## config.mk

```make
export PLATFORM = sky130hd
export DESIGN_NAME = fws_status_poller
export DESIGN_NICKNAME = d
export VERILOG_FILES = /design/src/include/fws_pkg.sv /design/src/rtl/fws_status_poller.sv
export VERILOG_INCLUDE_DIRS = /design/src /design/src/include
export SDC_FILE = /design/constraint.sdc
export NUM_CORES = 1
export LEC_CHECK = 0
export BUFFER_PORTS_ARGS = -buffer_cell sky130_fd_sc_hd__buf_2
export CORE_MARGIN = 2
export CORE_UTILIZATION = 49
export CTS_CLUSTER_SIZE = 24
export DETAILED_ROUTE_END_ITERATION = 12
export HOLD_SLACK_MARGIN = 0.06
export PLACE_DENSITY = 0.75
export SLEW_MARGIN = 20
export SYNTH_ARGS = -nofsm -noshare
export SYNTH_HDL_FRONTEND = slang
export SYNTH_SLANG_ARGS = --single-unit
export TNS_END_PERCENT = 100
```

## constraint.sdc

```tcl
create_clock -name pclk -period 1.9 [get_ports pclk]
set_input_delay 0.19 -clock pclk [delete_from_list [all_inputs] [get_ports pclk]]
set_output_delay 0.19 -clock pclk [all_outputs]
set_load 0.01 [all_outputs]
```

## src/include/fws_regs.svh

```systemverilog
`ifndef FWS_REGS_SVH
`define FWS_REGS_SVH

// ----------------------------------------------------------------
// Register offsets (byte addresses on APB)
// ----------------------------------------------------------------
`define FWS_OFF_CTRL 8'h00
`define FWS_OFF_ADDR 8'h04
`define FWS_OFF_EXP 8'h08
`define FWS_OFF_STAT 8'h0C

// ----------------------------------------------------------------
// Field positions
// ----------------------------------------------------------------
`define FWS_CTRL_START 0
`define FWS_CTRL_MODE 1
`define FWS_STAT_BUSY 0
`define FWS_STAT_DONE 1
`define FWS_STAT_PASS 2
`define FWS_STAT_FAIL 3
`define FWS_STAT_SETG 4
`define FWS_STAT_TMO 5
`define FWS_STAT_RDY 6
`define FWS_STAT_DATA_LO 8
`define FWS_ADDR_W 22

// ----------------------------------------------------------------
// Status bit positions on the flash data lines
// ----------------------------------------------------------------
`define FWS_BIT_POLARITY 7
`define FWS_BIT_BUSY_TGL 6
`define FWS_BIT_TIMEOUT 5
`define FWS_BIT_SECT_TGL 2

// ----------------------------------------------------------------
// Reset values and timing
// ----------------------------------------------------------------
`define FWS_RST_ADDR 22'h000000
`define FWS_RST_EXP 8'h00
`define FWS_CLK_NS 25
`define FWS_T_ACC_NS 70
`define FWS_T_GAP_NS 25
`define FWS_SYNC_CYC 2
`define FWS_ACC_CYC ((`FWS_T_ACC_NS + `FWS_CLK_NS - 1) / `FWS_CLK_NS)
`define FWS_GAP_CYC ((`FWS_T_GAP_NS + `FWS_CLK_NS - 1) / `FWS_CLK_NS)

`endif

```

## src/include/fws_pkg.sv

```systemverilog
`include "fws_regs.svh"

package fws_pkg;

  typedef enum logic [1:0] {
    S_IDLE,
    S_ACCESS,
    S_GAP,
    S_EVAL
  } fws_state_t;

  typedef enum logic [2:0] {
    K_POLL,
    K_POLL_RE,
    K_TOG1,
    K_TOG2,
    K_TRE1,
    K_TRE2,
    K_FINAL
  } fws_step_t;

  typedef struct packed {
    logic ce_n;
    logic oe_n;
    logic [`FWS_ADDR_W-1:0] addr;
  } fws_pins_t;

endpackage

```

## src/rtl/fws_status_poller.sv

```systemverilog
`timescale 1ns/1ps
`include "fws_regs.svh"
module fws_status_poller (
  input wire logic pclk, // APB clock, 40 MHz
  input wire logic presetn, // Asynchronous reset, active low
  input wire logic [7:0] paddr, // APB address
  input wire logic psel, // APB select
  input wire logic penable, // APB enable
  input wire logic pwrite, // APB direction, high for write
  input wire logic [31:0] pwdata, // APB write data
  output logic [31:0] prdata, // APB read data
  output logic pready, // APB ready
  output logic pslverr, // APB error on unmapped address
  output fws_pkg::fws_pins_t flash_pins, // Flash chip select, output enable, address
  input wire logic [7:0] flash_dq, // Flash data lines, low byte
  input wire logic ready_busy_n_pin // Flash ready/busy line, pulled up
);

  // ----------------------------------------------------------------
  // Pin synchronisers
  // ----------------------------------------------------------------
  logic [7:0] dq_s1_q, dq_s2_q;
  logic rb_s1_q, rb_s2_q;

  always_ff @(posedge pclk or negedge presetn) begin
    if (!presetn) begin
      dq_s1_q <= 8'h00;
      dq_s2_q <= 8'h00;
      rb_s1_q <= 1'b1;
      rb_s2_q <= 1'b1;
    end else begin
      dq_s1_q <= flash_dq;
      dq_s2_q <= dq_s1_q;
      rb_s1_q <= ready_busy_n_pin;
      rb_s2_q <= rb_s1_q;
    end
  end

  // ----------------------------------------------------------------
  // APB slave and control registers
  // ----------------------------------------------------------------
  logic mode_q, mode_d;
  logic [`FWS_ADDR_W-1:0] addr_q, addr_d;
  logic [7:0] exp_q, exp_d;
  logic [31:0] prdata_q, prdata_d;
  logic pready_q, pready_d, pslverr_q, pslverr_d;
  logic start_wr;
  logic wr_acc;
  logic busy_q, done_q, pass_q, fail_q, setg_q, tmo_q;
  logic [7:0] data_q;

  assign wr_acc = psel && penable && pwrite && pready_q;

  always_comb begin
    mode_d = mode_q;
    addr_d = addr_q;
    exp_d = exp_q;
    prdata_d = prdata_q;
    pslverr_d = pslverr_q;
    pready_d = psel && !penable;
    start_wr = 1'b0;
    if (psel && !penable) begin
      prdata_d = 32'h0000_0000;
      pslverr_d = 1'b0;
      if (paddr == `FWS_OFF_CTRL) begin
        prdata_d[`FWS_CTRL_MODE] = mode_q;
      end else if (paddr == `FWS_OFF_ADDR) begin
        prdata_d[`FWS_ADDR_W-1:0] = addr_q;
      end else if (paddr == `FWS_OFF_EXP) begin
        prdata_d[7:0] = exp_q;
      end else if (paddr == `FWS_OFF_STAT) begin
        prdata_d[`FWS_STAT_BUSY] = busy_q;
        prdata_d[`FWS_STAT_DONE] = done_q;
        prdata_d[`FWS_STAT_PASS] = pass_q;
        prdata_d[`FWS_STAT_FAIL] = fail_q;
        prdata_d[`FWS_STAT_SETG] = setg_q;
        prdata_d[`FWS_STAT_TMO] = tmo_q;
        prdata_d[`FWS_STAT_RDY] = rb_s2_q;
        prdata_d[`FWS_STAT_DATA_LO +: 8] = data_q;
      end else begin
        pslverr_d = 1'b1;
      end
    end
    if (wr_acc) begin
      if (paddr == `FWS_OFF_CTRL) begin
        mode_d = pwdata[`FWS_CTRL_MODE];
        start_wr = pwdata[`FWS_CTRL_START];
      end else if (paddr == `FWS_OFF_ADDR) begin
        addr_d = pwdata[`FWS_ADDR_W-1:0];
      end else if (paddr == `FWS_OFF_EXP) begin
        exp_d = pwdata[7:0];
      end
    end
  end

  always_ff @(posedge pclk or negedge presetn) begin
    if (!presetn) begin
      mode_q <= 1'b0;
      addr_q <= `FWS_RST_ADDR;
      exp_q <= `FWS_RST_EXP;
      prdata_q <= 32'h0000_0000;
      pready_q <= 1'b0;
      pslverr_q <= 1'b0;
    end else begin
      mode_q <= mode_d;
      addr_q <= addr_d;
      exp_q <= exp_d;
      prdata_q <= prdata_d;
      pready_q <= pready_d;
      pslverr_q <= pslverr_d;
    end
  end

  assign prdata = prdata_q;
  assign pready = pready_q;
  assign pslverr = pslverr_q;

  // ----------------------------------------------------------------
  // Status read sequencer
  // ----------------------------------------------------------------
  localparam logic [3:0] ACC_LOAD = 4'(`FWS_ACC_CYC + `FWS_SYNC_CYC);
  localparam logic [3:0] GAP_LOAD = 4'(`FWS_GAP_CYC - 1);

  fws_pkg::fws_state_t st_q, st_d;
  fws_pkg::fws_step_t step_q, step_d;
  fws_pkg::fws_pins_t pins_q, pins_d;
  logic [3:0] cnt_q, cnt_d;
  logic [7:0] rd_q, rd_d, first_q, first_d, data_d;
  logic busy_d, done_d, pass_d, fail_d, setg_d, tmo_d;
  logic pol_match;

  assign pol_match = rd_q[`FWS_BIT_POLARITY] == exp_q[`FWS_BIT_POLARITY];

  always_comb begin
    st_d = st_q;
    step_d = step_q;
    pins_d = pins_q;
    cnt_d = cnt_q;
    rd_d = rd_q;
    first_d = first_q;
    data_d = data_q;
    busy_d = busy_q;
    done_d = done_q;
    pass_d = pass_q;
    fail_d = fail_q;
    setg_d = setg_q;
    tmo_d = tmo_q;
    case (st_q)
      fws_pkg::S_IDLE: begin
        if (start_wr) begin
          pins_d.addr = addr_q;
          pins_d.ce_n = 1'b0;
          pins_d.oe_n = 1'b0;
          cnt_d = ACC_LOAD;
          step_d = mode_d ? fws_pkg::K_TOG1 : fws_pkg::K_POLL;
          {busy_d, done_d, pass_d, fail_d, setg_d, tmo_d} = 6'b100000;
          st_d = fws_pkg::S_ACCESS;
        end
      end
      fws_pkg::S_ACCESS: begin
        if (cnt_q == 4'h0) begin
          rd_d = dq_s2_q;
          pins_d.ce_n = 1'b1;
          pins_d.oe_n = 1'b1;
          cnt_d = GAP_LOAD;
          st_d = fws_pkg::S_GAP;
        end else begin
          cnt_d = cnt_q - 4'h1;
        end
      end
      fws_pkg::S_GAP: begin
        if (cnt_q == 4'h0) begin
          st_d = fws_pkg::S_EVAL;
        end else begin
          cnt_d = cnt_q - 4'h1;
        end
      end
      default: begin
        pins_d.ce_n = 1'b0;
        pins_d.oe_n = 1'b0;
        cnt_d = ACC_LOAD;
        st_d = fws_pkg::S_ACCESS;
        case (step_q)
          fws_pkg::K_POLL: begin
            if (pol_match) begin
              step_d = fws_pkg::K_FINAL;
            end else if (rd_q[`FWS_BIT_TIMEOUT]) begin
              step_d = fws_pkg::K_POLL_RE;
            end
          end
          fws_pkg::K_POLL_RE: begin
            if (pol_match) begin
              step_d = fws_pkg::K_FINAL;
            end else begin
              fail_d = 1'b1;
              tmo_d = rd_q[`FWS_BIT_TIMEOUT];
            end
          end
          fws_pkg::K_TOG1, fws_pkg::K_TRE1: begin
            first_d = rd_q;
            step_d = (step_q == fws_pkg::K_TOG1) ? fws_pkg::K_TOG2 : fws_pkg::K_TRE2;
          end
          fws_pkg::K_TOG2: begin
            if (rd_q[`FWS_BIT_SECT_TGL] != first_q[`FWS_BIT_SECT_TGL]) begin
              setg_d = 1'b1;
            end
            if (rd_q[`FWS_BIT_BUSY_TGL] == first_q[`FWS_BIT_BUSY_TGL]) begin
              step_d = fws_pkg::K_FINAL;
            end else if (rd_q[`FWS_BIT_TIMEOUT]) begin
              step_d = fws_pkg::K_TRE1;
            end else begin
              step_d = fws_pkg::K_TOG1;
            end
          end
          fws_pkg::K_TRE2: begin
            if (rd_q[`FWS_BIT_BUSY_TGL] == first_q[`FWS_BIT_BUSY_TGL]) begin
              step_d = fws_pkg::K_FINAL;
            end else begin
              fail_d = 1'b1;
              tmo_d = rd_q[`FWS_BIT_TIMEOUT];
            end
          end
          // Array data from the following read
          default: begin
            data_d = rd_q;
            pass_d = 1'b1;
          end
        endcase
        if (fail_d || pass_d) begin
          pins_d.ce_n = 1'b1;
          pins_d.oe_n = 1'b1;
          busy_d = 1'b0;
          done_d = 1'b1;
          st_d = fws_pkg::S_IDLE;
        end
      end
    endcase
  end

  always_ff @(posedge pclk or negedge presetn) begin
    if (!presetn) begin
      st_q <= fws_pkg::S_IDLE;
      step_q <= fws_pkg::K_POLL;
      pins_q <= '{ce_n: 1'b1, oe_n: 1'b1, addr: `FWS_RST_ADDR};
      cnt_q <= 4'h0;
      rd_q <= 8'h00;
      first_q <= 8'h00;
      data_q <= 8'h00;
      {busy_q, done_q, pass_q, fail_q, setg_q, tmo_q} <= 6'b000000;
    end else begin
      st_q <= st_d;
      step_q <= step_d;
      pins_q <= pins_d;
      cnt_q <= cnt_d;
      rd_q <= rd_d;
      first_q <= first_d;
      data_q <= data_d;
      {busy_q, done_q, pass_q, fail_q, setg_q, tmo_q} <=
        {busy_d, done_d, pass_d, fail_d, setg_d, tmo_d};
    end
  end

  assign flash_pins = pins_q;
endmodule // fws_status_poller

```

### Word-level counts from Yosys, hierarchy flattened

Cells that the tools add are included.

| operators by class | value |
|---|---|
| add/subtract/negate cells | 1 |
| equality and inequality tests | 22 |
| multiplexer cells | 62 |
| bitwise logic cells | 6 |
| reductions and logical operators | 33 |

Operators by type and width:

| cell | count |
|---|---|
| $mux W1 | 25 |
| $mux W24 | 1 |
| $mux W3 | 8 |
| $mux W20 | 1 |
| $eq A8 B4 Y1 const B | 2 |
| $mux W16 | 1 |
| $mux W8 | 2 |
| $pmux W1 S2 | 8 |
| $pmux W3 S5 | 1 |
| $mux W7 | 2 |
| $mux W4 | 3 |
| $ne A3 B3 Y1 const B | 4 |
| $pmux W2 S3 | 2 |
| $pmux W4 S3 | 1 |
| $reduce_and A2 Y1 | 6 |
| $reduce_and A3 Y1 | 4 |
| $mux W2 | 5 |
| $eq A8 B3 Y1 const B | 1 |
| $logic_not A8 Y1 | 1 |
| $ne A2 B2 Y1 const B | 4 |
| $reduce_and A4 Y1 | 2 |
| $eq A3 B2 Y1 const B | 2 |
| $eq A3 B3 Y1 const B | 2 |
| $mux W6 | 1 |
| other kinds (23) | 35 |

| storage, ports and cells | value |
|---|---|
| flip-flop bits (word level) | 135 |
| bits of input ports | 54 |
| output and inout port bits | 58 |
| word-level logic and storage cells | 149 |

### Logic depth before layout (Yosys ltp)

| depth | value |
|---|---|
| word-level depth | 7 |
| mapped depth | 7 |
| depth with buffers taken out | 7 |

### Worst setup path before layout

Ideal clock, no wire load.

| path | value |
|---|---|
| kind | register -> register |
| start point | register cnt_q[0] |
| end point | register cnt_q[3] |
| setup time | 0.122 ns |
| arrival time | 1.710 ns |
| required time | 1.778 ns |
| slack | 0.068 ns |
| cell stages (with the launch flop) | 8 |
| clock period less this slack | 1.832 ns |
| path through | dfrtp_1 inv_1 ha_1 or3b_2 a21oi_1 nor2b_1 a21o_1 a32o_1 |

| on the way | value |
|---|---|
| longest elaborated chain between the ends | 3 |
| elaborated cells between the ends (all ways) | 7 |

RTL lines:

| element | line | RTL |
|---|---|---|
| start, declared | fws_status_poller.sv:127 | `logic [3:0] cnt_q, cnt_d;` |
| start signal, assigned | fws_status_poller.sv:254 | `cnt_q <= cnt_d;` |
| $sub A4 B1 Y4 / $logic_not A4 Y1 (equally long branches) | n/a |  |
| $mux W4 (tied with other cells) | fws_status_poller.sv:172 | `if (cnt_q == 4'h0) begin` |
| $pmux W4 S3 / $reduce_and A2 Y1 (equally long branches) | n/a |  |

Several ways; a longest one is shown, not always the timed one. The select of a mux whose other input is x is not followed.
A chain may end at the register's enable or synchronous reset.

### Worst setup path in the final report

| path | value |
|---|---|
| start point | register cnt_q[0] |
| end point | register cnt_q[0] |

The elaborated chain is that of the path after synthesis.

==> results.md <==
* Root buffer cell: clkbuf_8
* Cell Area, Synth at around 5400 um^2
* Crit path max-delay cell type: or3b_2
* 1st-iter DRT viols at 157
* Total length of routed met3 wires at around 640 um
* Pre-CTS setup slack at between 0.01 and 0.015 ns
* Gr ovfl total at 0
* Port Buffers at 91
* Drt drc at 0
* Hold Slack at about 0.099 ns
* Slew Viols, Final at 0
* Critical path fanouts, max at 4
* Leakage at 3.604 nW
* Yosys Warn Count at 0
* CTS Buf Count at 17
* Post-synth EDFFs at 0
* CTS HTree Levels at 4
* Io pins at around 110
* Final Setup Violations at 0
* Number of global-route vias before repair at just under 4000
* Placed Instances at about 650
* Final hold vios at 0
* Post-synthesis compound-gate area fraction at 0.08740
* First-pass GRT wire length at 19460 um
* Antenna violations before repair at 0
* Seq/Total Area, Yosys at 0.5972
* Crit end category: flip-flop
* Crit path DAT at roughly 2.2 ns
* Clock Sinks at ~130
* CP top delay family: simple AND/OR/NAND/NOR gates
* Critical Path, Cell by Cell: inv_2 > ha_1 > or3b_2 > a21oi_2 > buf_4 > o21ai_0 > mux2_2
* Cells after synthesis at 413
* Min Tclk post-route at between 1.5 and 2 ns
* Synth Area in Adders at 0.01618
* Slew @ Worst Pin at 0.5328 ns
* CTS tree: yes
* Most common cell after layout, fill and taps aside: dfrtp_1
* Critical path class: reg2reg
* Power Density at roughly 1300 nW/um^2
* Slew HR at 0.6448
* Fmax at roughly 540 MHz
* R2r setup slk at between 0.05 and 0.06 ns
* Synth Area in XOR/XNOR at 0.008092
* Maximum clock insertion buffer count at 2
* Top sig layer: met4
* Die W at 109.1 um
* Fin cells at 718
* Post-synth top flop: dfrtp_1
* Area leader, netlist: dfrtp_1
* Total power at around 9 mW
* Setup TNS Final at 0 ns
* Fin nets at 626
* CTS clk-pin slew, worst paths at 0.06 ns
* Status: finished, final reports clean
* CP bufs+invs at 2
* Simple-gate share of the synthesized area at 0.06659
* Pre-antenna DRT Iters at 7
* Starting Density at 0.5014
* Mean Syn Cell Area at 13.10 um^2
* Mux contribution to synthesized area at 0.1843
* Hold Crit Class: in2reg
* Row count at 38
* DRT met1 WL at roughly 5000 um
* Core Area at approximately 11000 um^2
* Post-synth cell types at 45
* Synth async-reset ratio at 1.000
* Vias per cell at 5.298
* Number of max-cap violations at 0
* Area grow syn2layout at 32.09%
* Via count at 3804
* Synth Register Bits at between 100 and 150
* Largest net degree at the start of global routing at 50
* Total Routed Length at ~12000 um
* VDD IR max at roughly 700 uV
* Placer Congestion at 0.9123
* Fin crit share at 0.9700
* Worst Path Required at ~2.3 ns
* Yosys top cell area share at 0.5827
* Most frequent cells in the layout: 126 x dfrtp_1, 90 x buf_2, 75 x mux2_2, 36 x o21ai_0, 32 x dlygate4sd3_1
* Chip height at about 110 um
* Clk_lat worst skew at roughly 0.52 ns
* Largest family of logic cells by synthesized area: multiplexers
* Critical Path Max Stage Delay at 0.47 ns
* Met2 routed WL at between 6000 and 7000 um
* Ant diodes at 0
* CP startpoint kind: flip-flop
* Share of cells above drive strength 1 at 0.4187
* Die Area at around 12000 um^2
* Slack of the critical path at 0.05693 ns
* Clock skew at 0.01171 ns
* Largest cells by area after synthesis: dfrtp_1 58%, mux2_2 16%, o21ai_0 3.3%
* Post-DP HPWL at 7864 um
* Tot GR Track Use at 0.2155
* Drt wl/cell at roughly 17 um
* ANT nets after route at 0
[cells by family after synthesis]
group	Yosys count
multiplexers	89
buffers and inverters	41
AO/OA/AOI/OAI	73
adder cells (fa/ha/maj)	7
flip-flops	129
XOR/XNOR	5
other	1
AND/OR/NAND/NOR	68
[state kept, by name, indices dropped and copies added (netlist names)]
signal and count:
flash_pins 23, addr_q 22, prdata 22, data_q 8, dq_s1_q 8, dq_s2_q 8
exp_q 8, rd_q 8, cnt_q 4, step_q 3, first_q 2, st_q 2
busy_q 1, done_q 1, fail_q 1, mode_q 1, pass_q 1, pready 1
pslverr 1, rb_s1_q 1, rb_s2_q 1, setg_q 1, tmo_q 1
[per-layer routing]
metal	global-route usage	vias up
li1	-	1757
met5	0	-
met4	0.06960	0
met3	0.05738	16
met2	0.3660	125
met1	0.2681	1906
[metrics by stage]
step / cell area [um^2] / utilization
2_1_floorplan: 5445 / -
3_3_place_gp: 6178 / 0.5725
3_5_place_dp: 6178 / 0.5725
4_1_cts: 7099 / 0.6578
5_1_grt: 7148 / 0.6623
6_report: 7148 / 0.6623
[worst min-delay path: cells and delay by family]
kind / cells / cell delay [ns]
AOI/OAI and AO/OA: 1 / 0.09
buffers and inverters: 1 / 0.15
and+or+nand+nor: 1 / 0.15
[synthesized netlist by cell type, types with 2 or more instances]
cell       number
clkbuf_1       12
a31oi_1         3
a21o_1          2
nor2_1         17
dfstp_2         3
and3_1          2
dfrtp_1       126
nand4_1         4
buf_6           2
ha_1            7
mux2_2         75
nand2_1        21
a21oi_1         7
mux2i_1        13
buf_2           3
nor3_1          3
and2_1          2
nor3b_1         2
buf_4          11
xnor2_1         2
nand3_1         3
nor2b_1         4
a22oi_1         4
inv_1          13
a22o_1         10
nand2b_1        5
xor2_1          3
o21ai_0        36
a2bb2oi_1       2
[worst paths after layout]
| kind | from | to | depth (start not counted) |
|---|---|---|---|
| worst max-delay path | cnt_q[0]$_DFFE_PN0P_ | cnt_q[0]$_DFFE_PN0P_ | 7 |
| worst min register to register | dq_s1_q[2]$_DFF_PN0_ | dq_s2_q[2]$_DFF_PN0_ | 0 |
| worst min-delay path | paddr[2] | prdata[2]$_DFFE_PN0P_ | 3 |
| max in group asynchronous | presetn | rb_s2_q$_DFF_PN1_ | 3 |
| worst max register to register | cnt_q[0]$_DFFE_PN0P_ | cnt_q[0]$_DFFE_PN0P_ | 7 |
| min in group asynchronous | presetn | prdata[16]$_DFFE_PN0P_ | 2 |
[power by group]
group	leakage, nW	internal (mW)	total (mW)	switching (mW)
registers	1.67	3.11	3.43	0.322
clock network	0.284	2.02	3.27	1.25
logic	1.65	1.18	2.33	1.15
[area by class of cell]
type	count	area [um^2]
inverters	13	48.80
clock inverters	14	181.4
multi-input cells	252	2034
flip-flops and latches	129	3232
well taps	140	175.2
repair buffers	152	1059
fillers	772	3645
clock buffers	18	417.9
[repair_timing]
item | in CTS | in global routing
endpoints found under the setup margin | 1 | 16
resized for setup | 1 | 7
endpoints found under the hold margin | 76 | 0
setup buffers | 0 | 2
pin swaps | 1 | 1
hold buffers | 32 | 0
(Power assumes the default switching activity.)
